$ cat config.mk
export PLATFORM = sky130hd
export DESIGN_NAME = timu_top
export DESIGN_NICKNAME = d
export VERILOG_FILES = /design/src/timu_pkg.sv /design/src/timu_core.sv /design/src/timu_top.sv
export SDC_FILE = /design/constraint.sdc
export NUM_CORES = 1
export LEC_CHECK = 0
export BUFFER_PORTS_ARGS = -buffer_cell sky130_fd_sc_hd__buf_2
export CELL_PAD_IN_SITES_DETAIL_PLACEMENT = 0
export CELL_PAD_IN_SITES_GLOBAL_PLACEMENT = 2
export CORE_MARGIN = 2
export CORE_UTILIZATION = 36
export CTS_CLUSTER_SIZE = 28
export DETAILED_ROUTE_END_ITERATION = 10
export GPL_ROUTABILITY_DRIVEN = 0
export PLACE_DENSITY_LB_ADDON = 0.1
export SLEW_MARGIN = 20
export SYNTH_ARGS = -nofsm -noshare
export SYNTH_HDL_FRONTEND = slang
export SYNTH_HIERARCHICAL = 1
export SYNTH_SLANG_ARGS = --single-unit
$ cat constraint.sdc
create_clock -name clk_in -period 3.45 [get_ports clk_in]
set_input_delay 0.345 -clock clk_in [delete_from_list [all_inputs] [get_ports clk_in]]
set_output_delay 0.345 -clock clk_in [all_outputs]
set_load 0.1 [all_outputs]
$ cat src/timu_pkg.sv
package timu_pkg;

  // ==========================================================================
  // bus map
  // ==========================================================================
  localparam logic [3:0] TIMU_OFS_CTRL   = 4'h0;
  localparam logic [3:0] TIMU_OFS_INSTR  = 4'h4;
  localparam logic [3:0] TIMU_OFS_FLAGS  = 4'h8;
  localparam logic [3:0] TIMU_OFS_RESULT = 4'hc;

  localparam int unsigned TIMU_GO_BIT = 0;

  // ==========================================================================
  // opcodes and timing
  // ==========================================================================
  localparam logic [7:0] TIMU_OPC_RR  = 8'h62;
  localparam logic [7:0] TIMU_OPC_RIR = 8'h63;
  localparam logic [7:0] TIMU_OPC_FR  = 8'h64;
  localparam logic [7:0] TIMU_OPC_FIR = 8'h65;
  localparam logic [7:0] TIMU_OPC_IM  = 8'h66;

  localparam logic [2:0] TIMU_CYC_SHORT = 3'h4;
  localparam logic [2:0] TIMU_CYC_LONG  = 3'h6;
  localparam logic [1:0] TIMU_BYTES_2   = 2'h2;
  localparam logic [1:0] TIMU_BYTES_3   = 2'h3;

  localparam logic [7:0] TIMU_FLAGS_RST = 8'h00;
  localparam logic [31:0] TIMU_INSTR_RST = 32'h0;

  // flag byte: c z s v d h, bits 7..2
  localparam int unsigned TIMU_FC = 7;
  localparam int unsigned TIMU_FZ = 6;
  localparam int unsigned TIMU_FS = 5;
  localparam int unsigned TIMU_FV = 4;
  localparam int unsigned TIMU_FD = 3;
  localparam int unsigned TIMU_FH = 2;

  typedef struct packed {
    logic       legal;
    logic [1:0] bytes;
    logic [2:0] cycles;
    logic       dst_first;
  } timu_dec_s;

  typedef enum logic [1:0] {
    TIMU_IDLE = 2'b00,
    TIMU_BUSY = 2'b01,
    TIMU_DONE = 2'b11
  } timu_state_e;

endpackage

$ cat src/timu_core.sv
`timescale 1ns/1ps
module timu_core
  import timu_pkg::*;
(
  // operands
  input  wire logic [7:0] dst_in,
  input  wire logic [7:0] src_in,
  input  wire logic [7:0] flags_in,
  // results
  output logic      [7:0] result_out,
  output logic      [7:0] flags_out
);
  always_comb begin
    result_out = (~dst_in) & src_in;
    flags_out = flags_in;
    flags_out[TIMU_FZ] = (result_out == 8'h00);
    flags_out[TIMU_FS] = result_out[7];
    flags_out[TIMU_FV] = 1'b0;
  end
endmodule

$ cat src/timu_top.sv
`timescale 1ns/1ps
module timu_top
  import timu_pkg::*;
(
  // clock and reset
  input  wire logic        clk_in,
  input  wire logic        rst_in,
  // avalon-mm slave
  input  wire logic [3:0]  avs_address_in,
  input  wire logic        avs_read_in,
  input  wire logic        avs_write_in,
  input  wire logic [31:0] avs_writedata_in,
  input  wire logic [3:0]  avs_byteenable_in,
  output logic      [31:0] avs_readdata_out,
  output logic             avs_waitrequest_out,
  // operands from the register file
  input  wire logic [7:0]  dst_in,
  input  wire logic [7:0]  src_in,
  // status
  output logic      [7:0]  flags_out,
  output logic             busy_out,
  output logic             illegal_out
);
  import timu_pkg::*;

  // ==========================================================================
  // decode
  // ==========================================================================
  function automatic timu_dec_s timu_decode(input logic [7:0] opc);
    timu_dec_s d;
    d = '{legal: 1'b1, bytes: TIMU_BYTES_3, cycles: TIMU_CYC_LONG, dst_first: 1'b0};
    case (opc)
      TIMU_OPC_RR: begin
        d.bytes = TIMU_BYTES_2;
        d.cycles = TIMU_CYC_SHORT;
        d.dst_first = 1'b1;
      end
      TIMU_OPC_RIR: begin
        d.bytes = TIMU_BYTES_2;
        d.dst_first = 1'b1;
      end
      TIMU_OPC_FR, TIMU_OPC_FIR: d.dst_first = 1'b0;
      TIMU_OPC_IM: d.dst_first = 1'b1;
      default: d.legal = 1'b0;
    endcase
    return d;
  endfunction

  // ==========================================================================
  // registers
  // ==========================================================================
  timu_state_e state_r;
  timu_state_e state_nxt;
  logic [31:0] instr_r;
  logic [31:0] instr_nxt;
  logic [7:0]  result_r;
  logic [7:0]  dst_r;
  logic [7:0]  src_r;
  logic [2:0]  cnt_r;
  logic [2:0]  cnt_nxt;
  logic        waitreq_r;
  timu_dec_s   dec;
  logic [7:0]  core_result;
  logic [7:0]  core_flags;
  logic [7:0]  mask_sel;
  logic        rd_load;
  logic        wr_take;
  logic        idle;
  logic        done;
  logic        go;
  logic        start;
  logic        instr_wr;
  logic        flags_wr;

  // ==========================================================================
  // bus helpers
  // ==========================================================================
  function automatic logic addr_hit(input logic [3:0] addr,
                                    input logic [3:0] ofs);
    return (addr == ofs);
  endfunction

  // byte lanes without an enable keep their old contents
  function automatic logic [31:0] merge_bytes(input logic [31:0] old_word,
                                              input logic [31:0] new_word,
                                              input logic [3:0]  lanes);
    logic [31:0] word;
    word = old_word;
    for (int i = 0; i < 4; i++) begin
      if (lanes[i]) begin
        word[i*8 +: 8] = new_word[i*8 +: 8];
      end
    end
    return word;
  endfunction

  function automatic logic [31:0] byte_word(input logic [7:0] b);
    return {24'h00_0000, b};
  endfunction

  function automatic logic [31:0] status_word(input logic illegal,
                                              input logic busy);
    logic [31:0] word;
    word = 32'h0000_0000;
    word[0] = busy;
    word[1] = illegal;
    return word;
  endfunction

  // ==========================================================================
  // strobes
  // ==========================================================================
  // a write lands only on the edge that sees waitrequest low, so a master that
  // drops its request early leaves no trace; read data is loaded one edge sooner
  assign rd_load  = avs_read_in && waitreq_r;
  assign wr_take  = avs_write_in && !waitreq_r;
  assign idle     = (state_r == TIMU_IDLE);
  assign done     = (state_r == TIMU_DONE);
  assign dec      = timu_decode(instr_r[7:0]);
  assign go       = wr_take && addr_hit(avs_address_in, TIMU_OFS_CTRL)
                    && avs_byteenable_in[0] && avs_writedata_in[TIMU_GO_BIT];
  assign start    = go && idle && dec.legal;
  assign instr_wr = wr_take && addr_hit(avs_address_in, TIMU_OFS_INSTR) && idle;
  assign flags_wr = wr_take && addr_hit(avs_address_in, TIMU_OFS_FLAGS)
                    && avs_byteenable_in[0] && idle;
  // immediate form takes its mask from the instruction stream, after the destination byte
  assign mask_sel = (instr_r[7:0] == TIMU_OPC_IM) ? instr_r[23:16] : src_in;

  timu_core u_core (
    .dst_in    (dst_r),
    .src_in    (src_r),
    .flags_in  (flags_out),
    .result_out(core_result),
    .flags_out (core_flags)
  );

  // ==========================================================================
  // bus: one wait state on every access, driven from a flop
  // ==========================================================================
  always_ff @(posedge clk_in or posedge rst_in) begin
    if (rst_in) begin
      waitreq_r <= 1'b1;
    end else begin
      waitreq_r <= !((avs_read_in || avs_write_in) && waitreq_r);
    end
  end
  assign avs_waitrequest_out = waitreq_r;

  always_ff @(posedge clk_in or posedge rst_in) begin
    if (rst_in) begin
      avs_readdata_out <= 32'h0000_0000;
    end else if (rd_load) begin
      case (avs_address_in)
        TIMU_OFS_CTRL:   avs_readdata_out <= status_word(illegal_out, busy_out);
        TIMU_OFS_INSTR:  avs_readdata_out <= instr_r;
        TIMU_OFS_FLAGS:  avs_readdata_out <= byte_word(flags_out);
        TIMU_OFS_RESULT: avs_readdata_out <= byte_word(result_r);
        default:         avs_readdata_out <= 32'h0000_0000;
      endcase
    end
  end

  // ==========================================================================
  // instruction word
  // ==========================================================================
  // opcode in byte 0, operand bytes 1 and 2 in stream order
  always_comb begin
    instr_nxt = instr_r;
    if (instr_wr) begin
      instr_nxt = merge_bytes(instr_r, avs_writedata_in, avs_byteenable_in);
    end
  end

  always_ff @(posedge clk_in or posedge rst_in) begin
    if (rst_in) begin
      instr_r <= TIMU_INSTR_RST;
    end else begin
      instr_r <= instr_nxt;
    end
  end

  // ==========================================================================
  // execution sequence
  // ==========================================================================
  always_comb begin
    state_nxt = state_r;
    case (state_r)
      TIMU_IDLE: begin
        if (start) begin
          state_nxt = TIMU_BUSY;
        end
      end
      TIMU_BUSY: begin
        if (cnt_r == 3'h1) begin
          state_nxt = TIMU_DONE;
        end
      end
      TIMU_DONE: begin
        state_nxt = TIMU_IDLE;
      end
      default: begin
        state_nxt = TIMU_IDLE;
      end
    endcase
  end

  always_ff @(posedge clk_in or posedge rst_in) begin
    if (rst_in) begin
      state_r <= TIMU_IDLE;
    end else begin
      state_r <= state_nxt;
    end
  end

  // ==========================================================================
  // cycle counter
  // ==========================================================================
  always_comb begin
    cnt_nxt = cnt_r;
    if (start) begin
      cnt_nxt = dec.cycles - 3'h1;
    end else if (state_r == TIMU_BUSY) begin
      cnt_nxt = cnt_r - 3'h1;
    end
  end

  always_ff @(posedge clk_in or posedge rst_in) begin
    if (rst_in) begin
      cnt_r <= 3'h0;
    end else begin
      cnt_r <= cnt_nxt;
    end
  end

  // ==========================================================================
  // operand latches
  // ==========================================================================
  // operands are copied at the start edge so the pins may move while busy
  always_ff @(posedge clk_in or posedge rst_in) begin
    if (rst_in) begin
      dst_r <= 8'h00;
    end else if (start) begin
      dst_r <= dst_in;
    end
  end

  always_ff @(posedge clk_in or posedge rst_in) begin
    if (rst_in) begin
      src_r <= 8'h00;
    end else if (start) begin
      src_r <= mask_sel;
    end
  end

  // ==========================================================================
  // status and results
  // ==========================================================================
  always_ff @(posedge clk_in or posedge rst_in) begin
    if (rst_in) begin
      busy_out <= 1'b0;
    end else begin
      busy_out <= (state_nxt != TIMU_IDLE);
    end
  end

  always_ff @(posedge clk_in or posedge rst_in) begin
    if (rst_in) begin
      illegal_out <= 1'b0;
    end else if (go && idle) begin
      illegal_out <= !dec.legal;
    end
  end

  // result reaches only the flags and result_r; operands are never written back
  always_ff @(posedge clk_in or posedge rst_in) begin
    if (rst_in) begin
      flags_out <= TIMU_FLAGS_RST;
    end else if (done) begin
      flags_out <= core_flags;
    end else if (flags_wr) begin
      flags_out <= avs_writedata_in[7:0];
    end
  end

  always_ff @(posedge clk_in or posedge rst_in) begin
    if (rst_in) begin
      result_r <= 8'h00;
    end else if (done) begin
      result_r <= core_result;
    end
  end

endmodule

== Word-level counts from Yosys, hierarchy flattened ==
Index checks and enable logic that the tools add are counted.

* Multiplexer cells: 11
* Bitwise gates (word level): 3
* Reductions and logical operators: 29
* Add/sub/neg operators: 2
* Equality and inequality tests: 11

{| class="wikitable"
|+ Operators by type and width
! kind !! count
|-
| 32-bit case mux with 4 select lines || 1
|-
| 8-bit by 7-bit == test with 1-bit output, second input constant || 5
|-
| 7-bit two-way mux || 2
|-
| 1-bit logical AND || 13
|-
| 2-bit AND reduction || 5
|-
| 8-bit AND || 1
|-
| 4-bit == test, second input constant || 2
|-
| 8-bit zero test || 1
|-
| 8-bit two-way mux || 1
|-
| 8-bit inverter || 1
|-
| 2-bit two-way mux || 3
|-
| 3-bit two-way mux || 2
|-
| 2-bit nonzero test || 3
|-
| 3-bit by 1-bit subtractor with 3-bit output, second input constant || 2
|-
| 5-bit OR reduction || 1
|-
| 4-bit by 3-bit == test with 1-bit output, second input constant || 1
|-
| 4-bit zero test || 1
|-
| 2-bit case mux with 2 select lines || 1
|-
| 3-bit by 1-bit == test with 1-bit output, second input constant || 1
|-
| 1-bit zero test || 3
|-
| 2-bit by 1-bit == test with 1-bit output, second input constant || 1
|-
| 2-bit == test, second input constant || 1
|-
| 2-bit zero test || 1
|-
| 1-bit logical OR || 1
|-
| other kinds (2) || 2
|}

* Word-level logic and storage cells: 71
* Output and inout bits: 43
* Register bits after elaboration: 104
* Input port bits: 60

== Longest topological paths before layout ==
Gate-level depths: netlist of the first run.

* Depth after elaboration: 10
* Gate-level depth with buffers: 6
* Mapped depth without buffers: 6

== Cells and area by module ==
The synthesis of the first run kept the hierarchy.

{| class="wikitable"
|+ By module, submodules not included
! module !! seq. area each (um^2) !! area an instance (um^2) !! cells an instance !! instances
|-
| timu_top || 2603.7 || 4625.7 || 353 || 1
|-
| timu_core || 0.0 || 161.4 || 19 || 1
|}

== Worst setup path before layout of the first run ==
Ideal clock, no wire load.

* Path kind: register to register
* Start point: register waitreq_r (netlist: avs_waitrequest_out)
* End point: register src_r[5]
* Cell stages (with the launch flop): 6
* Arrival time: 1848 ps
* Clock period less this slack: 1973 ps
* Buffers on the path: 1
* Path slack: 1477 ps
* Required time: 3325 ps
* Library setup time: 125 ps
* Cell sequence: dfstp_2 -> nor4b_2 -> nand2_1 -> nor3_4 -> buf_6 -> mux2_2

* Longest elaborated chain between the ends: 7

{| class="wikitable"
|+ Ends and longest elaborated chain
! element !! line !! source
|-
| from (decl) || timu_top.sv:61 || <nowiki>logic waitreq_r;</nowiki>
|-
| from (signal assigned) || timu_top.sv:144 || <nowiki>waitreq_r <= !((avs_read_in || avs_write_in) && waitreq_r);</nowiki>
|-
| 1-bit zero test || timu_top.sv:116 || <nowiki>assign wr_take = avs_write_in && !waitreq_r;</nowiki>
|-
| 1-bit logical AND || timu_top.sv:116 ||
|-
| 1-bit logical AND || timu_top.sv:120 || <nowiki>assign go = wr_take && addr_hit(avs_address_in, TIMU_OFS_CTRL)</nowiki>
|-
| 1-bit logical AND (2 in a row) || timu_top.sv:121 || <nowiki>&& avs_byteenable_in[0] && avs_writedata_in[TIMU_GO_BIT];</nowiki>
|-
| 1-bit logical AND (2 in a row) || timu_top.sv:122 || <nowiki>assign start = go && idle && dec.legal;</nowiki>
|-
| to (signal assigned) || timu_top.sv:251 || <nowiki>src_r <= mask_sel;</nowiki>
|-
| to (decl) || timu_top.sv:58 || <nowiki>logic [7:0] src_r;</nowiki>
|}

Every way passes these cells.
A chain may end at the register's enable or synchronous reset.

== Worst setup path in the final report of the first run ==
* Start point: register instr_r[3]
* End point: register src_r[0]

* Longest elaborated chain between the ends: 4
* Elaborated cells on any way between the ends: 9
* Classes of those cells: 5 x eq/ne; 2 x mux; 2 x reduce/logical

{| class="wikitable"
|+ Ends and longest elaborated chain
! element !! line !! source
|-
| from (decl) || timu_top.sv:54 || <nowiki>logic [31:0] instr_r;</nowiki>
|-
| from (signal assigned) || timu_top.sv:178 || <nowiki>instr_r <= instr_nxt;</nowiki>
|-
| 8-bit by 7-bit == test with 1-bit output, on equally long branches || timu_top.sv:32, timu_top.sv:127 ||
|-
| 5-bit OR reduction (no source line) || - ||
|-
| 1-bit two-way mux || timu_top.sv:32 || <nowiki>case (opc)</nowiki>
|-
| 1-bit logical AND || timu_top.sv:122 ||
|}

Several ways; a longest one is shown, not always the timed one.

==> run metrics, run 1 <==
cells after synthesis=between 300 and 400; # rows=42; Initial DRC Count=150; Slew headroom=39.9%; gr usage total=16.3%; EDFF count, synth=0; layout cells sized above 1=43.8%; clk root buf=clkbuf_16; Initial Utilization=36.4%; compound-gate portion of the synthesized area=6.06%; IO Port Bufs=102; synthesized net count=434; R2R setup slack=about 1.4 ns; initial antenna violation count=0; leakage=0.00296 µW; worst setup path startpoint=instr_r[3]; asr flop ratio synth=100%; vias per cell=roughly 4.7; DIE AREA=14,200 µm²; TritonCTS clock tree=built; Netlist cell types=43; XOR/XNOR Fraction of Synth Area=less than 1%; Top Layer Used=met4; Post-CTS Setup Bufs=0; iteration count of the initial detailed-routing pass=4; Routed WL=roughly 11,000 µm; die width=119 µm; period utilization=58.9%; clk slew on worst S/H paths=0.06 ns; final setup fails=0; syn avg cell area=between 10 and 15 µm²; unrepaired setup endpoints after global routing=false; met1 wire length=5040 µm; sequential area share after synthesis=54.4%; Max Clock Freq=approximately 0.5 GHz; P&R area growth vs syn=19.4%; outcome=finished, final reports clean; reg2reg start=instr_r[3]; pin count of the biggest net entering global routing=59; Hold WC Path Type=input pin to async pin; post-route ant nets=0; Final Critical Period=between 2 and 2.5 ns; drt wl/cell=between 15 and 20 µm; crit path max fanout=22; crit path launch type=flip-flop; post-synthesis mux area share=22.0%; most common cell after layout, fill and taps aside=dfrtp_1; Post-Synth Simple-Gate Area=approximately an eighth; commonest cells after routing, fill and taps aside=103 x dfrtp_1, 102 x buf_2, 65 x nand2_1; clk_lat worst skew=0.35 ns; grt ovf=0; max cap viols=0; core area=13,100 µm²; Critical Path End=src_r[0]; WL met2=5110 µm; fin nets=around 530; setup_tns=0 ns; synth warn=6; Final Util=43.5%; DRC Markers=0; first-pass GRT wire length=about 17,000 µm; largest family of logic cells by synthesized area=multiplexers; via count=3,037; post-CTS sizing=0; Inserted Clock Buffers=9; Fin. Hold Viols=0; number of global-route vias before repair=3,106; Setup crit end kind=flip-flop; Max Root-Sink Buffers=2; Post-Route Skew=around 0.0074 ns; critical path class=flip-flop to flip-flop; metal3 WL=547 µm; Ant. Diodes=0; reg2reg path depth=5; Crit path required time=3.68 ns; synthesized area=4790 µm²; H-tree depth=3; Top FF cell, synth=dfrtp_1; VDD IR-drop max=around 0.00024 V; worst r2r dst=src_r[0]; Slew Viols, Final=0; Synth Register Bits=104; die height=119 µm; hold-fix buffers at CTS=0; fillers=between 1,000 and 1,500; hpwl dp=7790 µm; I/O pins=103; clk sink count=104; worst slew pin tran=0.901 ns; CP arrival=2.26 ns; Synth Area in Adders=0.523%; pwr/cell area=500 nW/µm²
-- sequential cells by signal, summed over array words and instances, names as in the netlist --
| register | flops |
|---|---|
| busy_out | 1 |
| instr_r | 32 |
| state_r | 2 |
| result_r | 8 |
| illegal_out | 1 |
| flags_out | 8 |
| src_r | 8 |
| avs_waitrequest_out | 1 |
| avs_readdata_out | 32 |
| dst_r | 8 |
| cnt_r | 3 |
-- cell families (layout without fill, tap and decap cells) --
family                   Yosys count  in the layout
flip-flops                       104            104
AND/OR/NAND/NOR                  103            103
multiplexers                      82             82
AO/OA/AOI/OAI                     51             51
buffers and inverters             27            125
adder cells (fa/ha/maj)            2              2
XOR/XNOR                           2              2
other                              1              1
-- critical path, cell delays in order (launching register included) --
cell and delay, ns:
dfrtp_1 0.41, nor4b_2 0.43, o2111ai_1 0.24, nor3_4 0.15, buf_4 0.31, mux2_2 0.38
-- cell usage after synthesis (all sizes together), types with 2 or more instances --
library cell  number  area, µm²
inv                4       15.0
and2               2       12.5
nor4b              3       45.0
mux4               2       45.0
a22o               2       17.5
clkbuf            10       37.5
a22oi              6       45.0
o21ai             39        195
nand2             69        324
dfrtp            103       2580
nor3               2       21.3
buf               13        115
mux2              71        920
mux2i              9       90.1
nand2b             5       31.3
nor4               2       18.8
ha                 2       25.0
nor2b             11        106
nor2               3       11.3
-- final cells by class --
cell class	instances	area [µm²]	area share [%]
Clock buffer	11	253	4.42
Clock inverter	4	53.8	0.941
Inverter	4	17.5	0.306
Multi-Input combinational cell	241	2020	35.3
Sequential cell	104	2600	45.5
Tap cell	176	220	3.85
Timing Repair Buffer	106	553	9.67
-- metrics by stage --
step / cells / hold slack, ns / cell area [µm²] / total power, µW / setup WS [ns]
finish: 646 / 0.117 / 5720 / 2860 / 1.42
global route: 646 / 0.190 / 5720 / 2980 / 1.30
CTS: 646 / 0.163 / 5720 / 2900 / 1.40
detailed placement: 631 / 0.446 / 5410 / 1840 / 1.06
global placement: 631 / 0.443 / 5410 / 1830 / 1.09
floorplan: 372 / 0.408 / 4790 / 1720 / 0.374
-- layer usage --
metal  vias to the layer above  track usage [%]
met1                      1481             22.5
met3                        12             3.21
met4                         0             6.18
li1                       1464                -
met2                        80             25.3
met5                         -                0
-- where the power goes --
part / leakage [µW] / total, µW / internal, µW / switching [µW]
Sequential: 0.00142 / 1360 / 1290 / 64.1
Clock: 0.000144 / 1050 / 600 / 452
Combinational: 0.00140 / 449 / 147 / 301
-- how the worst min path moves through the flow --
| stage | endpoint | slack (ns) | from | cells after the start |
|---|---|---|---|---|
| after global routing | dst_r[1] | 0.19 | rst_in | 2 |
| after detailed placement | state_r[1] | 0.45 | cnt_r[2] | 1 |
| after global placement | state_r[1] | 0.44 | cnt_r[2] | 1 |
| after CTS | instr_r[19] | 0.16 | rst_in | 2 |
| final | dst_r[0] | 0.12 | rst_in | 2 |
| after floorplan | avs_waitrequest_out | 0.41 | avs_read_in | 1 |
Note: power is estimated with default switching activity, not from simulation.
==> run 2: changes to the inputs <==
ABC_AREA = 1   (was not set)
CORE_UTILIZATION = 32   (was 36)
clock period = 1.92 ns   (was 3.45 ns; I/O delays follow)
==> run metrics, run 2 <==
outcome=finished, violations left; failing checks=negative hold slack; fin nets=706; VDD IR-drop max=0.000419 V; die width=126 µm; critical path class=flip-flop to flip-flop; initial antenna violation count=0; Setup crit end kind=flip-flop; Routed WL=12,300 µm; unrepaired setup endpoints after global routing=false; period utilization=85.6%; Netlist cell types=34; EDFF count, synth=0; Initial Utilization=32.8%; cells after synthesis=550; die height=126 µm; compound-gate portion of the synthesized area=12.8%; Synth Register Bits=between 100 and 150; iteration count of the initial detailed-routing pass=4; P&R area growth vs syn=19.9%; largest registers=avs_readdata_out x32, instr_r x32; core area=14,500 µm²; Max Clock Freq=0.608 GHz; share of the synthesized area in the top cell type=a little over half; Synth Area in Adders=0.524%; internal power=3560 µW; commonest cells after routing, fill and taps aside=183 x nand2_1, 103 x dfrtp_1, 102 x buf_2; grt ovf=0; fillers=1,538; synthesized net count=612; largest family of logic cells by synthesized area=simple AND/OR/NAND/NOR gates; sw frac=33.4%; Post-Synth Simple-Gate Area=20.9%; sequential area share after synthesis=54.5%; TritonCTS clock tree=built; setup slack at placement=0.168 ns; post-synthesis mux area share=less than 1%; R2R setup slack=0.28 ns; leakage=0.00314 µW; clk slew on worst S/H paths=0.07 ns; pin count of the biggest net entering global routing=105; final setup fails=0; Initial DRC Count=175; # rows=44; XOR/XNOR Fraction of Synth Area=0.183%; Slew headroom=61.8%; Hold WC Path Type=input pin to async pin; pwr/cell area=~930 nW/µm²; Post-CTS Setup Bufs=0; Ant. Diodes=0; Reg power frac=between 40% and 50%; Comb pwr share=20.2%; DIE AREA=15,900 µm²; crit path max fanout=17; hpwl dp=between 8000 and 9000 µm; Slew Viols, Final=0; Final Critical Period=about 1.6 ns; Synth top cells by count=185 x nand2_1, 103 x dfrtp_1, 80 x inv_1, 52 x o21ai_0, 21 x o31ai_1; syn avg cell area=8.68 µm²; post-route ant nets=0; Fin Hold WS=-0.0220 ns; Area contributors post-synth=dfrtp_1 54%, nand2_1 15%, inv_1 6.3%, o21ai_0 5.5%, o31ai_1 3.3%; H-tree depth=3; dominant cell by count in the synthesized netlist=nand2_1; first-pass GRT wire length=19,800 µm; max cap viols=0; synth warn=6; Max Root-Sink Buffers=2; most common cell after layout, fill and taps aside=nand2_1; layout cells sized above 1=23.7%; clk sink count=104; gr usage total=between 10% and 20%; worst slew pin tran=~0.57 ns; IO Port Bufs=about 100; drt wl/cell=14.7 µm; reg2reg path depth=9; worst r2r dst=dst_r[6]; Top FF cell, synth=dfrtp_1; clk root buf=clkbuf_16; Final Worst Setup Slack=roughly 0.28 ns; number of global-route vias before repair=between 3,000 and 4,000; DRC Markers=0; crit path launch type=flip-flop; asr flop ratio synth=100%; Synth area leader=dfrtp_1; NetSw=approximately 1800 µW; Post-Route Skew=about 0.0064 ns; Clock power frac=33.4%; clk_lat worst skew=0.35 ns; vias per cell=between 4 and 5; I/O pins=103; Crit path required time=2.21 ns; Inserted Clock Buffers=9; reg2reg start=instr_r[7]; setup_tns=0 ns; Fin. Hold Viols=2; via count=3,757; synthesized area=4770 µm²; CP arrival=~1.9 ns
==> run 2: cell types whose count changed in the layout (fill, tap and decap cells not counted), moves of 6 or more <==
cell | before | now
a22oi_1 | 6 | 0
inv_1 | 3 | 79
mux2_1 | 7 | 0
mux2_2 | 32 | 4
mux2_4 | 32 | 0
mux2i_1 | 9 | 0
nand2_1 | 65 | 183
nand3_1 | 1 | 8
nor2_1 | 3 | 14
nor2b_1 | 6 | 0
o211ai_1 | 0 | 8
o21ai_0 | 39 | 52
o31ai_1 | 0 | 21
==> run 2: worst max-delay path by stage <==
stage / endpoint / slack [ns] / cells past startpoint / from
4_1_cts: src_r[0] / 0.16 / 7 / instr_r[7]
2_1_floorplan: avs_readdata_out[31] / 0.16 / 5 / avs_waitrequest_out
5_1_grt: dst_r[6] / 0.08 / 9 / instr_r[7]
6_report: dst_r[6] / 0.28 / 9 / instr_r[7]
3_5_place_dp: src_r[0] / 0.17 / 7 / instr_r[7]
3_3_place_gp: src_r[5] / 0.22 / 7 / instr_r[7]
==> run 2: per-layer routing <==
metal  vias to the layer above  track usage (%)  part of all wire (%)
met2                        88             24.3                    44
met1                      1743             22.0                    48
li1                       1912                -                     -
met4                         0             6.66                   2.1
met5                         -                0                     0
met3                        14             3.87                   5.8
==> run 2: power groups by stage <==
stage	combinational, µW	clock, µW	sequential [µW]
2_1_floorplan	353	0	3000
4_1_cts	1090	1850	2490
3_3_place_gp	1090	0	2520
5_1_grt	1170	1920	2510
6_report	1080	1780	2480
3_5_place_dp	1090	0	2530
==> run 2: repair_timing <==
| item | 4_1_cts | 5_1_grt |
|---|---|---|
| endpoints found under the setup margin | 0 | 1 |
| resized for setup | 0 | 1 |
| hold endpoints to repair | 1 | 0 |
| hold buffers | 1 | 0 |
==> run 2: cell type report <==
| type | count | area, µm² | area share, % |
|---|---|---|---|
| inverter | 85 | 325 | 5.68 |
| clock buffer | 12 | 256 | 4.48 |
| multi-input combinational | 334 | 1700 | 29.6 |
| timing repair buffer | 110 | 586 | 10.2 |
| sequential | 104 | 2600 | 45.5 |
| tap | 184 | 230 | 4.02 |
| clock inverter | 4 | 28.8 | 0.503 |
==> run 2: worst max-delay path, stage by stage (launching register included) <==
cell and delay (ns):
dfrtp_1 0.38, inv_2 0.07, nand2_1 0.05, nor2_1 0.28, nand3_1 0.13, nand2_1 0.16, nand2_4 0.16, inv_4 0.20
nand2_1 0.09, nand2_1 0.06
==> run 2: cells by family after synthesis <==
kind of cell,count (synthesis)
AO/OA/AOI/OAI,100
XOR/XNOR,1
adder cells (fa/ha/maj),2
buffers and inverters,112
flip-flops,104
multiplexers,4
other,1
AND/OR/NAND/NOR,226
==> run 2: metrics by stage <==
| step | total power [µW] | util, % | instance area (µm²) | cells |
|---|---|---|---|---|
| 5_1_grt | 5600 | 39.4 | 5730 | 833 |
| 3_3_place_gp | 3610 | 37.3 | 5430 | 816 |
| 4_1_cts | 5430 | 39.4 | 5720 | 833 |
| 3_5_place_dp | 3620 | 37.3 | 5430 | 816 |
| 2_1_floorplan | 3350 | - | 4780 | 550 |
| 6_report | 5340 | 39.4 | 5730 | 833 |
==> run 3: changes to the inputs <==
CELL_PAD_IN_SITES_DETAIL_PLACEMENT = not set   (was 0)
CELL_PAD_IN_SITES_GLOBAL_PLACEMENT = not set   (was 2)
CORE_UTILIZATION = 40   (was 32)
clock period = 1.3 ns   (was 1.92 ns; I/O delays follow)
==> run metrics, run 3 (synthesized netlist as in run 2, its figures left out) <==
outcome=finished, violations left; failing checks=design-rule violations, negative setup slack; placed cell areas=5680 µm²; most common cell after layout, fill and taps aside=nand2_1; Initial DRC Count=roughly 160; Max Root-Sink Buffers=2; largest registers=avs_readdata_out x32, instr_r x32; die width=113 µm; final setup fails=about 90; Ant. Diodes=0; reg2reg start=avs_waitrequest_out; family with the most delay on the worst path=simple AND/OR/NAND/NOR gates; DIE AREA=approximately 13,000 µm²; worst setup path startpoint=avs_waitrequest_out; hpwl dp=8070 µm; P&R area growth vs syn=39.3%; clk root buf=clkbuf_16; drt wl/cell=14.0 µm; pin count of the biggest net entering global routing=63; Worst path most repeated cell=nand2_4; layout cells sized above 1=33.0%; Setup crit end kind=flip-flop; R2R setup slack=-0.15 ns; Inserted Clock Buffers=9; total power=8360 µW; Final Worst Setup Slack=-0.151 ns; CP arrival=around 1.7 ns; TritonCTS clock tree=built; Fin Hold WS=0.0112 ns; critical path cell sequence=inv_2 -> nand2_4 -> nor2_4 -> nand2_4 -> nor3_4 -> nand2_4 -> buf_12 -> nand2_1 -> nand2_1; # rows=39; leakage=approximately 0.0035 µW; VDD IR-drop max=about 0.0009 V; clk_lat worst skew=0.35 ns; worst slew pin tran=0.546 ns; Hold WC Path Type=input pin to flip-flop; Initial Utilization=41.4%; Fin. Hold Viols=0; vias per cell=4.76; fin nets=767; first-pass GRT wire length=20,200 µm; Post-Route Skew=0.00754 ns; post-route cell area=6650 µm²; crit path launch type=flip-flop; period utilization=112%; number of global-route vias before repair=4,128; max cap viols=0; crit path max fanout=9; iteration count of the initial detailed-routing pass=7; die height=113 µm; Slew headroom=63.6%; slowest stage delay, CP=0.47 ns; H-tree depth=3; critical path class=flip-flop to flip-flop; I/O pins=103; clk slew on worst S/H paths=0.07 ns; gr usage total=19.9%; core area=11,500 µm²; CP max stage cell=dfstp_4; DRC Markers=6; clk sink count=104; unrepaired setup endpoints after global routing=true; Final Critical Period=1.45 ns; pwr/cell area=between 1000 and 1500 nW/µm²; setup_tns=-7.83 ns; Bufs and invs on worst path=2; worst min-delay path startpoint=avs_writedata_in[27]; Routed WL=11,900 µm; Crit path required time=1.54 ns; IO Port Bufs=102; Max Clock Freq=0.689 GHz; post-route ant nets=0; Slew Viols, Final=0; initial antenna violation count=0; commonest cells after routing, fill and taps aside=158 x nand2_1, 103 x dfrtp_1, 85 x buf_2; via count=4,060; grt ovf=0
## run 3: cell count changes in the layout (fill, tap and decap cells not counted), moves of 18 or more
cell / delta
buf_4: +20
nand2_2: +20
o21ai_1: +31
dlygate4sd3_1: +28
o21ai_0: -32
nand2_1: -25
o31ai_1: -18
## run 3: per-stage QoR
step,cells,worst slack [ns],util (%)
final,853,-0.151,57.7
after global placement,799,-0.189,49.3
after CTS,851,-0.182,56.1
after detailed placement,799,-0.259,49.3
after floorplan,550,-0.261,-
after global routing,853,-0.245,57.7
## run 3: final cells by class
class / count / area [µm²]
multi-input combinational: 334 / 1920
sequential: 104 / 2610
clock buffer: 13 / 260
timing repair buffer: 171 / 1320
tap: 143 / 179
inverter: 85 / 328
fill: 1054 / 4870
clock inverter: 3 / 40.0
## run 3: what timing repair did
action	CTS	global route
hold endpoints to repair	131	0
pin swaps	9	8
gates cloned	2	0
resized for setup	40	46
hold buffers	29	0
setup endpoints to repair	95	111
buffers inserted	7	3
## run 3: per-layer routing
metal,vias to the layer above,part of all wire [%],wire (µm),track usage (%)
li1,2040,-,-,-
met1,1918,47,5590,26.5
met2,90,48,5700,32.4
met3,12,3.9,469,5.03
met4,0,1.2,145,5.53
met5,-,0,0,0
## run 3: final timing paths
kind / endpoint / cells past startpoint
max: src_r[5] / 9
min: instr_r[27] / 3
max reg2reg: src_r[5] / 9
min reg2reg: dst_r[7] / 2
max in group asynchronous: avs_readdata_out[31] / 4
min in group asynchronous: avs_readdata_out[30] / 4
## run 3: where the power goes
| group | leakage (µW) | internal, µW | switching (µW) |
|---|---|---|---|
| clock network | 0.000150 | 1590 | 1150 |
| registers | 0.00133 | 3530 | 140 |
| logic | 0.00205 | 554 | 1390 |
| total | 0.00353 | 5680 | 2680 |
## run 3: worst min-delay path: stages
cell,delay (ns)
buf_2,0.09
nand2_2,0.04
o21ai_1,0.06
